$ cat src/lbrg_pkg.sv
// Notes on behaviour
// - A bus handover is three active-low pulses on the shared request/grant line.
// - After each handover, at least one idle clock passes before a new exchange.
// - A request during an active cycle releases the bus at T4 when conditions hold.
// - Release this cycle needs the request seen by T2; later requests wait a cycle.
// - Never release after the low byte of a word; wait for the high byte.
// - Never release after the first acknowledge of an interrupt acknowledge pair.
// - No release while a locked instruction executes.
// - With the bus idle at request time, release may happen on the next clock.
// - With the bus idle, a memory cycle may instead start within three clocks.
// - That memory cycle uses the active-cycle conditions with request timing already met.
// - Grant is one low clock in T4 or T1; bus floats and hold follows.
// - The requester ends with a third one-clock pulse; bus returns next clock.
// - On simultaneous requests the high-priority channel is served first.
package lbrg_pkg;

   localparam logic [1:0] T_STATE_1 = 2'h0;
   localparam logic [1:0] T_STATE_2 = 2'h1;
   localparam logic [1:0] T_STATE_3 = 2'h2;
   localparam logic [1:0] T_STATE_4 = 2'h3;

   localparam int PULSES_PER_HANDOVER = 3;
   localparam int IDLE_GAP_CLKS = 1;
   localparam int MEM_START_CLKS = 3;

   localparam logic OWN_HI = 1'b0;
   localparam logic OWN_LO = 1'b1;

   localparam logic LINE_RELEASED = 1'b1;

   // Gray codes along idle -> wait -> grant -> hold -> gap
   typedef enum logic [2:0] {
      ST_IDLE = 3'h0,
      ST_WAIT = 3'h1,
      ST_GRANT = 3'h3,
      ST_HOLD = 3'h2,
      ST_GAP = 3'h6
   } lbrg_state_t;

   // Status from the bus cycle engine, same clock
   typedef struct packed {
      logic cycleActive;
      logic [1:0] tState;
      logic lowByte;
      logic firstIntAck;
      logic locked;
      logic memStartPending;
   } lbrg_bus_stat_t;

   // Control back to the bus cycle engine
   typedef struct packed {
      logic floatBus;
      logic holdAck;
      logic reqWaiting;
      logic ownerLow;
   } lbrg_ctl_t;

   typedef struct packed {
      logic lineOut;
      logic lineOe;
   } lbrg_pin_drv_t;

   function automatic logic lbrg_is_early(input logic [1:0] ts);
      return (ts == T_STATE_1) || (ts == T_STATE_2);
   endfunction : lbrg_is_early

endpackage : lbrg_pkg

$ cat src/lbrg_arbiter.sv
`timescale 1ns/1ps
module lbrg_arbiter #(
   parameter int MEM_START_CLKS = lbrg_pkg::MEM_START_CLKS,
   parameter int IDLE_GAP_CLKS = lbrg_pkg::IDLE_GAP_CLKS
) (
   input wire logic sys_clk,
   input wire logic rst,
   input lbrg_pkg::lbrg_bus_stat_t busStat,
   input wire logic busHandoverLineHighPrioIn,
   output logic busHandoverLineHighPrioOut,
   output logic busHandoverLineHighPrioOe,
   input wire logic busHandoverLineLowPrioIn,
   output logic busHandoverLineLowPrioOut,
   output logic busHandoverLineLowPrioOe,
   output lbrg_pkg::lbrg_ctl_t ctl_q
);

   localparam logic [1:0] WAIT_MAX = 2'(MEM_START_CLKS);
   localparam logic [1:0] GAP_MAX = 2'(IDLE_GAP_CLKS);

   lbrg_pkg::lbrg_state_t state_q;
   lbrg_pkg::lbrg_state_t state_d;
   logic owner_q;
   logic owner_d;
   logic pendHi_q;
   logic pendHi_d;
   logic pendLo_q;
   logic pendLo_d;
   logic early_q;
   logic early_d;
   logic [1:0] waitCnt_q;
   logic [1:0] waitCnt_d;
   logic [1:0] gapCnt_q;
   logic [1:0] gapCnt_d;
   lbrg_pkg::lbrg_ctl_t ctl_d;

   logic pulseHi;
   logic pulseLo;
   logic driveHiD;
   logic driveLoD;
   logic relOk;
   logic atT4;
   logic activeHi;
   logic activeLo;
   logic reqHi;
   logic reqLo;
   logic ownerPulse;
   logic idleRelease;

   lbrg_pkg::lbrg_pin_drv_t pinHi;
   lbrg_pkg::lbrg_pin_drv_t pinLo;

   lbrg_chan u_chan_hi (
      .sys_clk(sys_clk),
      .rst(rst),
      .lineIn(busHandoverLineHighPrioIn),
      .driveD(driveHiD),
      .pulseSeen(pulseHi),
      .pin_q(pinHi)
   );

   lbrg_chan u_chan_lo (
      .sys_clk(sys_clk),
      .rst(rst),
      .lineIn(busHandoverLineLowPrioIn),
      .driveD(driveLoD),
      .pulseSeen(pulseLo),
      .pin_q(pinLo)
   );

   lbrg_rel_cond u_rel_cond (
      .stat(busStat),
      .reqEarly(early_q),
      .relOk(relOk),
      .atT4(atT4)
   );

   always_comb begin
      busHandoverLineHighPrioOut = pinHi.lineOut;
      busHandoverLineHighPrioOe = pinHi.lineOe;
      busHandoverLineLowPrioOut = pinLo.lineOut;
      busHandoverLineLowPrioOe = pinLo.lineOe;
   end

   // A channel is busy from the clock its request is taken through the trailing gap clock
   always_comb begin
      activeHi = (owner_q == lbrg_pkg::OWN_HI) && (state_q != lbrg_pkg::ST_IDLE);
      activeLo = (owner_q == lbrg_pkg::OWN_LO) && (state_q != lbrg_pkg::ST_IDLE);
      reqHi = pendHi_q || (pulseHi && !activeHi);
      reqLo = pendLo_q || (pulseLo && !activeLo);
      ownerPulse = (owner_q == lbrg_pkg::OWN_HI) ? pulseHi : pulseLo;
      // Bus idle, unlocked and no memory cycle promised: release at once
      idleRelease = !busStat.cycleActive && !busStat.memStartPending && !busStat.locked;
   end

   always_comb begin
      state_d = state_q;
      owner_d = owner_q;
      early_d = early_q;
      waitCnt_d = waitCnt_q;
      gapCnt_d = gapCnt_q;
      // A request on the channel not being served is kept, never dropped
      pendHi_d = pendHi_q || (pulseHi && !activeHi);
      pendLo_d = pendLo_q || (pulseLo && !activeLo);
      case (state_q)
         lbrg_pkg::ST_IDLE: begin
            if (reqHi || reqLo) begin
               owner_d = reqHi ? lbrg_pkg::OWN_HI : lbrg_pkg::OWN_LO;
               if (reqHi) begin
                  pendHi_d = 1'b0;
               end else begin
                  pendLo_d = 1'b0;
               end
               waitCnt_d = 2'h0;
               if (busStat.cycleActive) begin
                  early_d = lbrg_pkg::lbrg_is_early(busStat.tState);
               end else begin
                  early_d = 1'b1;
               end
               if (idleRelease) begin
                  state_d = lbrg_pkg::ST_GRANT;
               end else begin
                  state_d = lbrg_pkg::ST_WAIT;
               end
            end
         end
         lbrg_pkg::ST_WAIT: begin
            if (busStat.cycleActive) begin
               waitCnt_d = 2'h0;
               // A late request is honoured from the next cycle's start
               if (busStat.tState == lbrg_pkg::T_STATE_1) begin
                  early_d = 1'b1;
               end
               if (atT4 && relOk) begin
                  state_d = lbrg_pkg::ST_GRANT;
               end
            end else begin
               early_d = 1'b1;
               if (waitCnt_q != WAIT_MAX) begin
                  waitCnt_d = waitCnt_q + 2'h1;
               end
               // Give up on a promised memory cycle that never starts
               if (!busStat.locked &&
                   (!busStat.memStartPending || waitCnt_q == WAIT_MAX)) begin
                  state_d = lbrg_pkg::ST_GRANT;
               end
            end
         end
         lbrg_pkg::ST_GRANT: begin
            state_d = lbrg_pkg::ST_HOLD;
         end
         lbrg_pkg::ST_HOLD: begin
            if (ownerPulse) begin
               gapCnt_d = 2'h0;
               state_d = lbrg_pkg::ST_GAP;
            end
         end
         lbrg_pkg::ST_GAP: begin
            gapCnt_d = gapCnt_q + 2'h1;
            if (gapCnt_q + 2'h1 >= GAP_MAX) begin
               state_d = lbrg_pkg::ST_IDLE;
            end
         end
         default: begin
            state_d = lbrg_pkg::ST_IDLE;
         end
      endcase
   end

   // Grant pulse is the second of the three; the chan flop drives it one clock
   always_comb begin
      driveHiD = (state_d == lbrg_pkg::ST_GRANT) && (owner_d == lbrg_pkg::OWN_HI);
      driveLoD = (state_d == lbrg_pkg::ST_GRANT) && (owner_d == lbrg_pkg::OWN_LO);
   end

   always_comb begin
      // Float from the grant clock; the engine must see it before any new T1
      ctl_d.floatBus = (state_d == lbrg_pkg::ST_GRANT) ||
                       (state_d == lbrg_pkg::ST_HOLD);
      ctl_d.holdAck = (state_d == lbrg_pkg::ST_HOLD);
      ctl_d.reqWaiting = (state_d == lbrg_pkg::ST_WAIT);
      ctl_d.ownerLow = owner_d;
   end

   always_ff @(posedge sys_clk) begin
      if (rst) begin
         state_q <= lbrg_pkg::ST_IDLE;
         owner_q <= lbrg_pkg::OWN_HI;
         pendHi_q <= 1'b0;
         pendLo_q <= 1'b0;
         early_q <= 1'b0;
         waitCnt_q <= 2'h0;
         gapCnt_q <= 2'h0;
         ctl_q <= '0;
      end else begin
         state_q <= state_d;
         owner_q <= owner_d;
         pendHi_q <= pendHi_d;
         pendLo_q <= pendLo_d;
         early_q <= early_d;
         waitCnt_q <= waitCnt_d;
         gapCnt_q <= gapCnt_d;
         ctl_q <= ctl_d;
      end
   end

endmodule : lbrg_arbiter

$ cat src/lbrg_chan.sv
`timescale 1ns/1ps
module lbrg_chan (
   input wire logic sys_clk,
   input wire logic rst,
   input wire logic lineIn,
   input wire logic driveD,
   output logic pulseSeen,
   output lbrg_pkg::lbrg_pin_drv_t pin_q
);

   lbrg_pkg::lbrg_pin_drv_t pin_d;

   // Partner runs on our clock, so the pin is used without synchronisers
   always_comb begin
      pulseSeen = ~lineIn & ~pin_q.lineOe;
   end

   always_comb begin
      pin_d.lineOut = ~driveD;
      pin_d.lineOe = driveD;
   end

   always_ff @(posedge sys_clk) begin
      if (rst) begin
         pin_q.lineOut <= lbrg_pkg::LINE_RELEASED;
         pin_q.lineOe <= 1'b0;
      end else begin
         pin_q <= pin_d;
      end
   end

endmodule : lbrg_chan

$ cat src/lbrg_rel_cond.sv
`timescale 1ns/1ps
module lbrg_rel_cond (
   input lbrg_pkg::lbrg_bus_stat_t stat,
   input wire logic reqEarly,
   output logic relOk,
   output logic atT4
);

   always_comb begin
      atT4 = stat.cycleActive && (stat.tState == lbrg_pkg::T_STATE_4);
      relOk = reqEarly
         && !stat.lowByte
         && !stat.firstIntAck
         && !stat.locked;
   end

endmodule : lbrg_rel_cond

$ cat config.mk
export PLATFORM = sky130hd
export DESIGN_NAME = lbrg_arbiter
export DESIGN_NICKNAME = d
export VERILOG_FILES = /design/src/lbrg_pkg.sv /design/src/lbrg_arbiter.sv /design/src/lbrg_chan.sv /design/src/lbrg_rel_cond.sv
export SDC_FILE = /design/constraint.sdc
export NUM_CORES = 1
export LEC_CHECK = 0
export BUFFER_PORTS_ARGS = -buffer_cell sky130_fd_sc_hd__buf_4
export CORE_MARGIN = 2
export CORE_UTILIZATION = 45
export CTS_CLUSTER_SIZE = 25
export DETAILED_ROUTE_END_ITERATION = 16
export GPL_ROUTABILITY_DRIVEN = 0
export PLACE_DENSITY = 0.74
export SLEW_MARGIN = 20
export SYNTH_ARGS = -nofsm -noshare
export SYNTH_HDL_FRONTEND = slang
export SYNTH_SLANG_ARGS = --single-unit
export TNS_END_PERCENT = 10
$ cat constraint.sdc
create_clock -name sys_clk -period 1.4 [get_ports sys_clk]
set_input_delay 0.21 -clock sys_clk [delete_from_list [all_inputs] [get_ports sys_clk]]
set_output_delay 0.21 -clock sys_clk [all_outputs]
set_load 0.01 [all_outputs]
* Word-level counts from Yosys, hierarchy flattened *
Index checks and enable logic that the tools add are counted.
Widths: inputs -> output; s select.

storage, ports and cells
  output and inout port bits = 8
  logic and storage cells = 105
  bits of input ports = 11
  bits in registers = 18

cells by class
  bitwise gates (word level) = 10
  magnitude comparators = 1
  eq/ne operators = 15
  muxes and demuxes = 28
  add/sub/neg operators = 2
  reduce and logical (&&, ||, !) cells = 35

operator list
  operator             number
  $mux 3               6
  $pmux 3 s5           1
  $logic_and 1x1->1    14
  $mux 1               13
  $eq 3x2->1 const B   4
  $mux 2               5
  $not 1->1            8
  $pmux 2 s2           2
  $logic_not 1->1      7
  $eq 3x1->1 const B   2
  $logic_or 1x1->1     6
  $ne 2x2->1 const B   3
  $ne 3x3->1 const B   2
  $reduce_and 3->1     2
  $add 2x1->2 const B  2
  $eq 2x2->1 const B   2
  $reduce_bool 2->1    2
  $eq 3x3->1 const B   1
  $logic_not 3->1      1
  $reduce_bool 3->1    1
  $and 1x1->1          2
  $eq 2x1->1 const B   1
  $ge 2x1->1 const B   1
  $logic_not 2->1      1
  2 further kinds      2

* Depth between registers and ports, before layout *
  word-level depth = 11
  mapped depth = 6
  mapped depth without buffers = 6

* Modules after synthesis *
A second synthesis with hierarchy kept.

second synthesis, totals
  cell total of the unflattened synthesis = 94
  area, all modules = 833.3 µm²

modules (own cells, without submodules)
  module         sequential area each (µm²)  cells an instance  area each (µm²)  instances
  lbrg_arbiter   280.3                       82                 699.4            1
  lbrg_chan      40.0                        5                  56.3             2
  lbrg_rel_cond  0.0                         2                  21.3             1

* Least setup slack after synthesis *
No wires, ideal clock.

  path type = register to register
  from = reg waitCnt_q[0]
  to = reg u_chan_hi.pin_q[1] in the netlist's numbering
  clock period less this slack = 1.556 ns
  setup time = 0.135 ns
  slack = -0.156 ns
  path buffers = 0
  stages on the path, launching flop included = 7
  arrival time = 1.421 ns
  data required time = 1.265 ns
  cells stage by stage = dfxtp_1 ha_1 inv_1 a211oi_1 o311a_1 a21oi_2 or4_4

between the ends
  word-level cells in the longest chain between the ends = 9

RTL lines
  what                      line                 text
  start: declaration        lbrg_arbiter.sv:31   logic [1:0] waitCnt_q;
  start signal: assignment  lbrg_arbiter.sv:201  waitCnt_q <= waitCnt_d;
  $eq 2x2->1                lbrg_arbiter.sv:144  (!busStat.memStartPending || waitCnt_q == WAIT_MAX)) begin
  $logic_or 1x1->1          lbrg_arbiter.sv:144
  $logic_and 1x1->1         lbrg_arbiter.sv:143  if (!busStat.locked &&
  $mux 3                    lbrg_arbiter.sv:143
  $mux 3                    lbrg_arbiter.sv:128  if (busStat.cycleActive) begin
  $pmux 3 s5                lbrg_arbiter.sv:105  case (state_q)
  $eq 3x2->1                lbrg_arbiter.sv:172  driveHiD = (state_d == lbrg_pkg::ST_GRANT) && (owner_d == lbrg_pkg::OWN_HI);
  $logic_and 1x1->1         lbrg_arbiter.sv:172
  $not 1->1                 lbrg_chan.sv:19      pin_d.lineOut = ~driveD;
  end signal: assignment    lbrg_chan.sv:28      pin_q <= pin_d;
  end: declaration          lbrg_chan.sv:8       output lbrg_pkg::lbrg_pin_drv_t pin_q

No other way between the ends.
A chain may end at the register's enable or synchronous reset.

* Worst setup path in the final report *
Ends and elaborated chain as after synthesis.

==> metrics.md <==
| Metric | Value |
|---|---|
| Run status | complete, but fails checks |
| Violations in the final reports | setup timing |
| Crit path kind | reg -> reg |
| EDFF count, synth | 0 |
| Nets | 142 |
| Simple-gate share of the synthesized area | 0.2839 |
| Mapped Avg Cell Area | 8.911 µm² |
| IO Count | 19 |
| Ant. Diodes | 0 |
| DRT antenna net count | 0 |
| Maximum fanout along the worst path | 4 |
| Fin. max-slew vios | 0 |
| Routed WL | 1784 µm |
| Count of input and output buffers | 18 |
| Vias post-DR | 755 |
| Hold-fix buffer count after cts | 0 |
| Number of buffers created by CTS | 3 |
| Endpoint arrival time on the critical path | 1.74 ns |
| Mapped Cells | 90 |
| Dominant cells by area after synthesis | sky130_fd_sc_hd__dfxtp_1 (45%), sky130_fd_sc_hd__nor2_1 (6.6%), sky130_fd_sc_hd__a21oi_1 (3.1%) |
| Combinational family with the most area after synthesis | simple AND/OR/NAND/NOR gates |
| Clock-pin slew reported for the worst setup and hold paths after clock tree synthesis | 0.10 ns |
| Layout cell share with drive strength beyond 1 | 0.4063 |
| Delay-heaviest family, CP | simple AND/OR/NAND/NOR gates |
| Number of rows created at floorplan | 15 |
| Vias in the first global route | 717 |
| Max Root-Sink Buffers | 2 |
| Peak ir drop on the vdd network | 0.7217 mV |
| Number of design rule violations left after detail routing | 0 |
| Unrepaired setup endpoints after global routing | true |
| Type of element launching the critical path | flop |
| Setup ws final | -0.1501 ns |
| Global-route wire length before repair | 2967 µm |
| Yosys warning count | 0 |
| Headroom to the max-slew limit | 0.7791 |
| Async S/R FF share, synth | 0 |
| Fmax achieved | 645.1 MHz |
| Area share of the largest cell type after synthesis | 0.4493 |
| Hold violation count in the final report | 0 |
| Area Growth Syn to Fin | 42.28% |
| Critical Path RT | 1.59 ns |
| Detailed-route vias per instance | 4.935 |
| DR iter-0 viols | 17 |
| Final period util | 1.107 |
| Post-synthesis sequential area ratio | 0.4493 |
| Cell variety after synth | 32 |
| Clock Latency Late Sink | 0.30 ns |
| Share of cell area taken by muxes after synthesis | 0.02496 |
| Synthesized-area fraction occupied by ao, oa, aoi and oai cells | 0.1778 |
| Leak | 0.5167 nW |
| Pin slew with the least headroom to its limit | 0.3314 ns |
| Per-cell routed wire length | 11.66 µm |
| Initial core utilization | 0.4696 |
| Largest stage delay on the critical path | 0.50 ns |
| Count of H-tree levels built during CTS | 1 |
| Classification of the worst-slack hold path | in -> reg |
| Largest area contributor in the synthesized netlist | sky130_fd_sc_hd__dfxtp_1 |
| Cell Area, Synth | 802.0 µm² |
| Clock root buffer | sky130_fd_sc_hd__clkbuf_4 |
| Post-route clock skew | 0.0009979 ns |
| Synthesized-area fraction occupied by adder cells | 0.03120 |
| Count of buffering cells on the critical path with inverters included | 1 |
| Core region area | 1708 µm² |
| Most repeated cell in the gate-level netlist after synthesis | sky130_fd_sc_hd__dfxtp_1 |
| Endpoint kind of the worst setup timing path | flop |
| Most used flip-flop cell after synthesis | sky130_fd_sc_hd__dfxtp_1 |
| Pin count of the biggest net entering global routing | 14 |
| DP Worst Slack | -0.1629 ns |
| # Max-Cap Violations | 0 |
| Cell-by-cell trace of the critical path | ha_1 -> inv_2 -> a211oi_2 -> o311a_1 -> a21oi_2 -> or4_4 |
| Antenna violations before repair | 0 |
| Post-detail-place hpwl | 1393 µm |
| Combined global-route utilization of all metal layers | 0.1949 |
| Final-report setup violation count | 10 |
| Synth Net Count | 103 |
| Area of the die | 2136 µm² |
| Die boundary height | 46.22 µm |
| XOR/XNOR share of the synthesized area | 0 |
| Initial DRT Pass Iterations | 4 |
| Fin crit period | 1.550 ns |
| Total gr overflow | 0 |
| DIE WIDTH | 46.22 µm |
| Total power divided by cell area | 1056 nW/µm² |
| Ranking of synthesized cells by instance count | sky130_fd_sc_hd__dfxtp_1 (18), sky130_fd_sc_hd__nor2_1 (14), sky130_fd_sc_hd__a21oi_1 (5) |
| Fin Setup TNS | -0.2443 ns |
| Flops & latches, synth | 18 |
| Clock tree from TritonCTS | built |
| Critical-path top delay cell | sky130_fd_sc_hd__or4_4 |
| Num Clock Sinks | 18 |
-- area by class of cell --
class	count	area [µm²]
multi-input combinational	66	420.4
tap	25	31.28
fill	129	566.8
timing repair buffer	37	277.8
sequential	18	364.1
clock buffer	4	36.28
inverter	3	11.26
-- power by group --
part	leakage (nW)	switching (mW)	total, mW	internal, mW
logic	0.347	0.136	0.301	0.165
clock network	0.0210	0.166	0.325	0.159
registers	0.148	0.0297	0.579	0.549
-- registers in the layout (all words and copies together) (netlist names) --
register and flops:
waitCnt_q 2, ctl_q 3, owner_q 1, gapCnt_q 2, pendHi_q 1, u_chan_hi.pin_q 2, state_q 3, early_q 1
pendLo_q 1, u_chan_lo.pin_q 2
-- timing repair --
item                       CTS  global route
setup endpoints to repair   10            13
pin swaps                    1             2
resized for setup            1             2
setup buffers                1             0
-- kinds of logic (layout without fill, tap and decap cells) --
| logic type | Yosys count | in the layout |
|---|---|---|
| fa+ha+maj | 2 | 2 |
| flops | 18 | 18 |
| mux | 2 | 2 |
| compound gates | 21 | 21 |
| simple gates | 41 | 41 |
| buf+inv | 6 | 44 |
-- through the flow --
step	hold WS [ns]	instances	total power, mW	cell area, µm²	utilization
after detailed placement	0.4900	148	0.8882	1095	0.6410
final	0.1691	153	1.205	1141	0.6681
after floorplan	0.3090	90	0.7390	808.3	-
after global placement	0.4759	148	0.8800	1095	0.6410
after CTS	0.1689	153	1.214	1140	0.6674
after global routing	0.1671	153	1.269	1141	0.6681
-- worst reg2reg max path, stage by stage (launching register included) --
cell and delay (ns):
sky130_fd_sc_hd__dfxtp_2 0.35, sky130_fd_sc_hd__ha_1 0.15, sky130_fd_sc_hd__inv_2 0.04, sky130_fd_sc_hd__a211oi_2 0.16
sky130_fd_sc_hd__o311a_1 0.18, sky130_fd_sc_hd__a21oi_2 0.05, sky130_fd_sc_hd__or4_4 0.50
-- path summary, 6_finish.rpt --
| check | from | endpoint | slack [ns] | cells after the start |
|---|---|---|---|---|
| setup / recovery | waitCnt_q[0] | u_chan_hi.pin_q[1] | -0.15 | 6 |
| setup reg to reg | waitCnt_q[0] | u_chan_hi.pin_q[1] | -0.15 | 6 |
| hold / removal | rst | pendLo_q | 0.17 | 2 |
| hold reg to reg | waitCnt_q[1] | waitCnt_q[1] | 0.50 | 2 |
-- cell usage in the layout (no fill, tap or decap), types with 2 or more instances in the layout --
master | synthesis | routed
sky130_fd_sc_hd__o21ai_1 | 3 | 3
sky130_fd_sc_hd__nor2_1 | 14 | 14
sky130_fd_sc_hd__nor3b_1 | 2 | 2
sky130_fd_sc_hd__ha_1 | 2 | 2
sky130_fd_sc_hd__nand3b_1 | 2 | 2
sky130_fd_sc_hd__nor2b_1 | 2 | 2
sky130_fd_sc_hd__o21bai_1 | 3 | 3
sky130_fd_sc_hd__a211oi_1 | 3 | 2
sky130_fd_sc_hd__a21oi_2 | 2 | 2
sky130_fd_sc_hd__nor4_1 | 3 | 3
sky130_fd_sc_hd__buf_4 | 1 | 37
sky130_fd_sc_hd__clkbuf_4 | 0 | 3
sky130_fd_sc_hd__mux2i_1 | 2 | 2
sky130_fd_sc_hd__nor3_1 | 4 | 4
sky130_fd_sc_hd__dfxtp_2 | 0 | 3
sky130_fd_sc_hd__a21oi_1 | 5 | 5
sky130_fd_sc_hd__inv_1 | 3 | 2
sky130_fd_sc_hd__and2_1 | 2 | 2
sky130_fd_sc_hd__nand2_1 | 4 | 4
sky130_fd_sc_hd__dfxtp_1 | 18 | 15
-- layer usage --
layer,up-vias,part of all wire,GRT usage
met5,-,0,0
met4,0,0.025,0.1029
met3,5,0.049,0.04314
met2,18,0.45,0.2861
met1,334,0.47,0.2630
li1,398,-,-
Note: power is estimated with default switching activity, not from simulation.
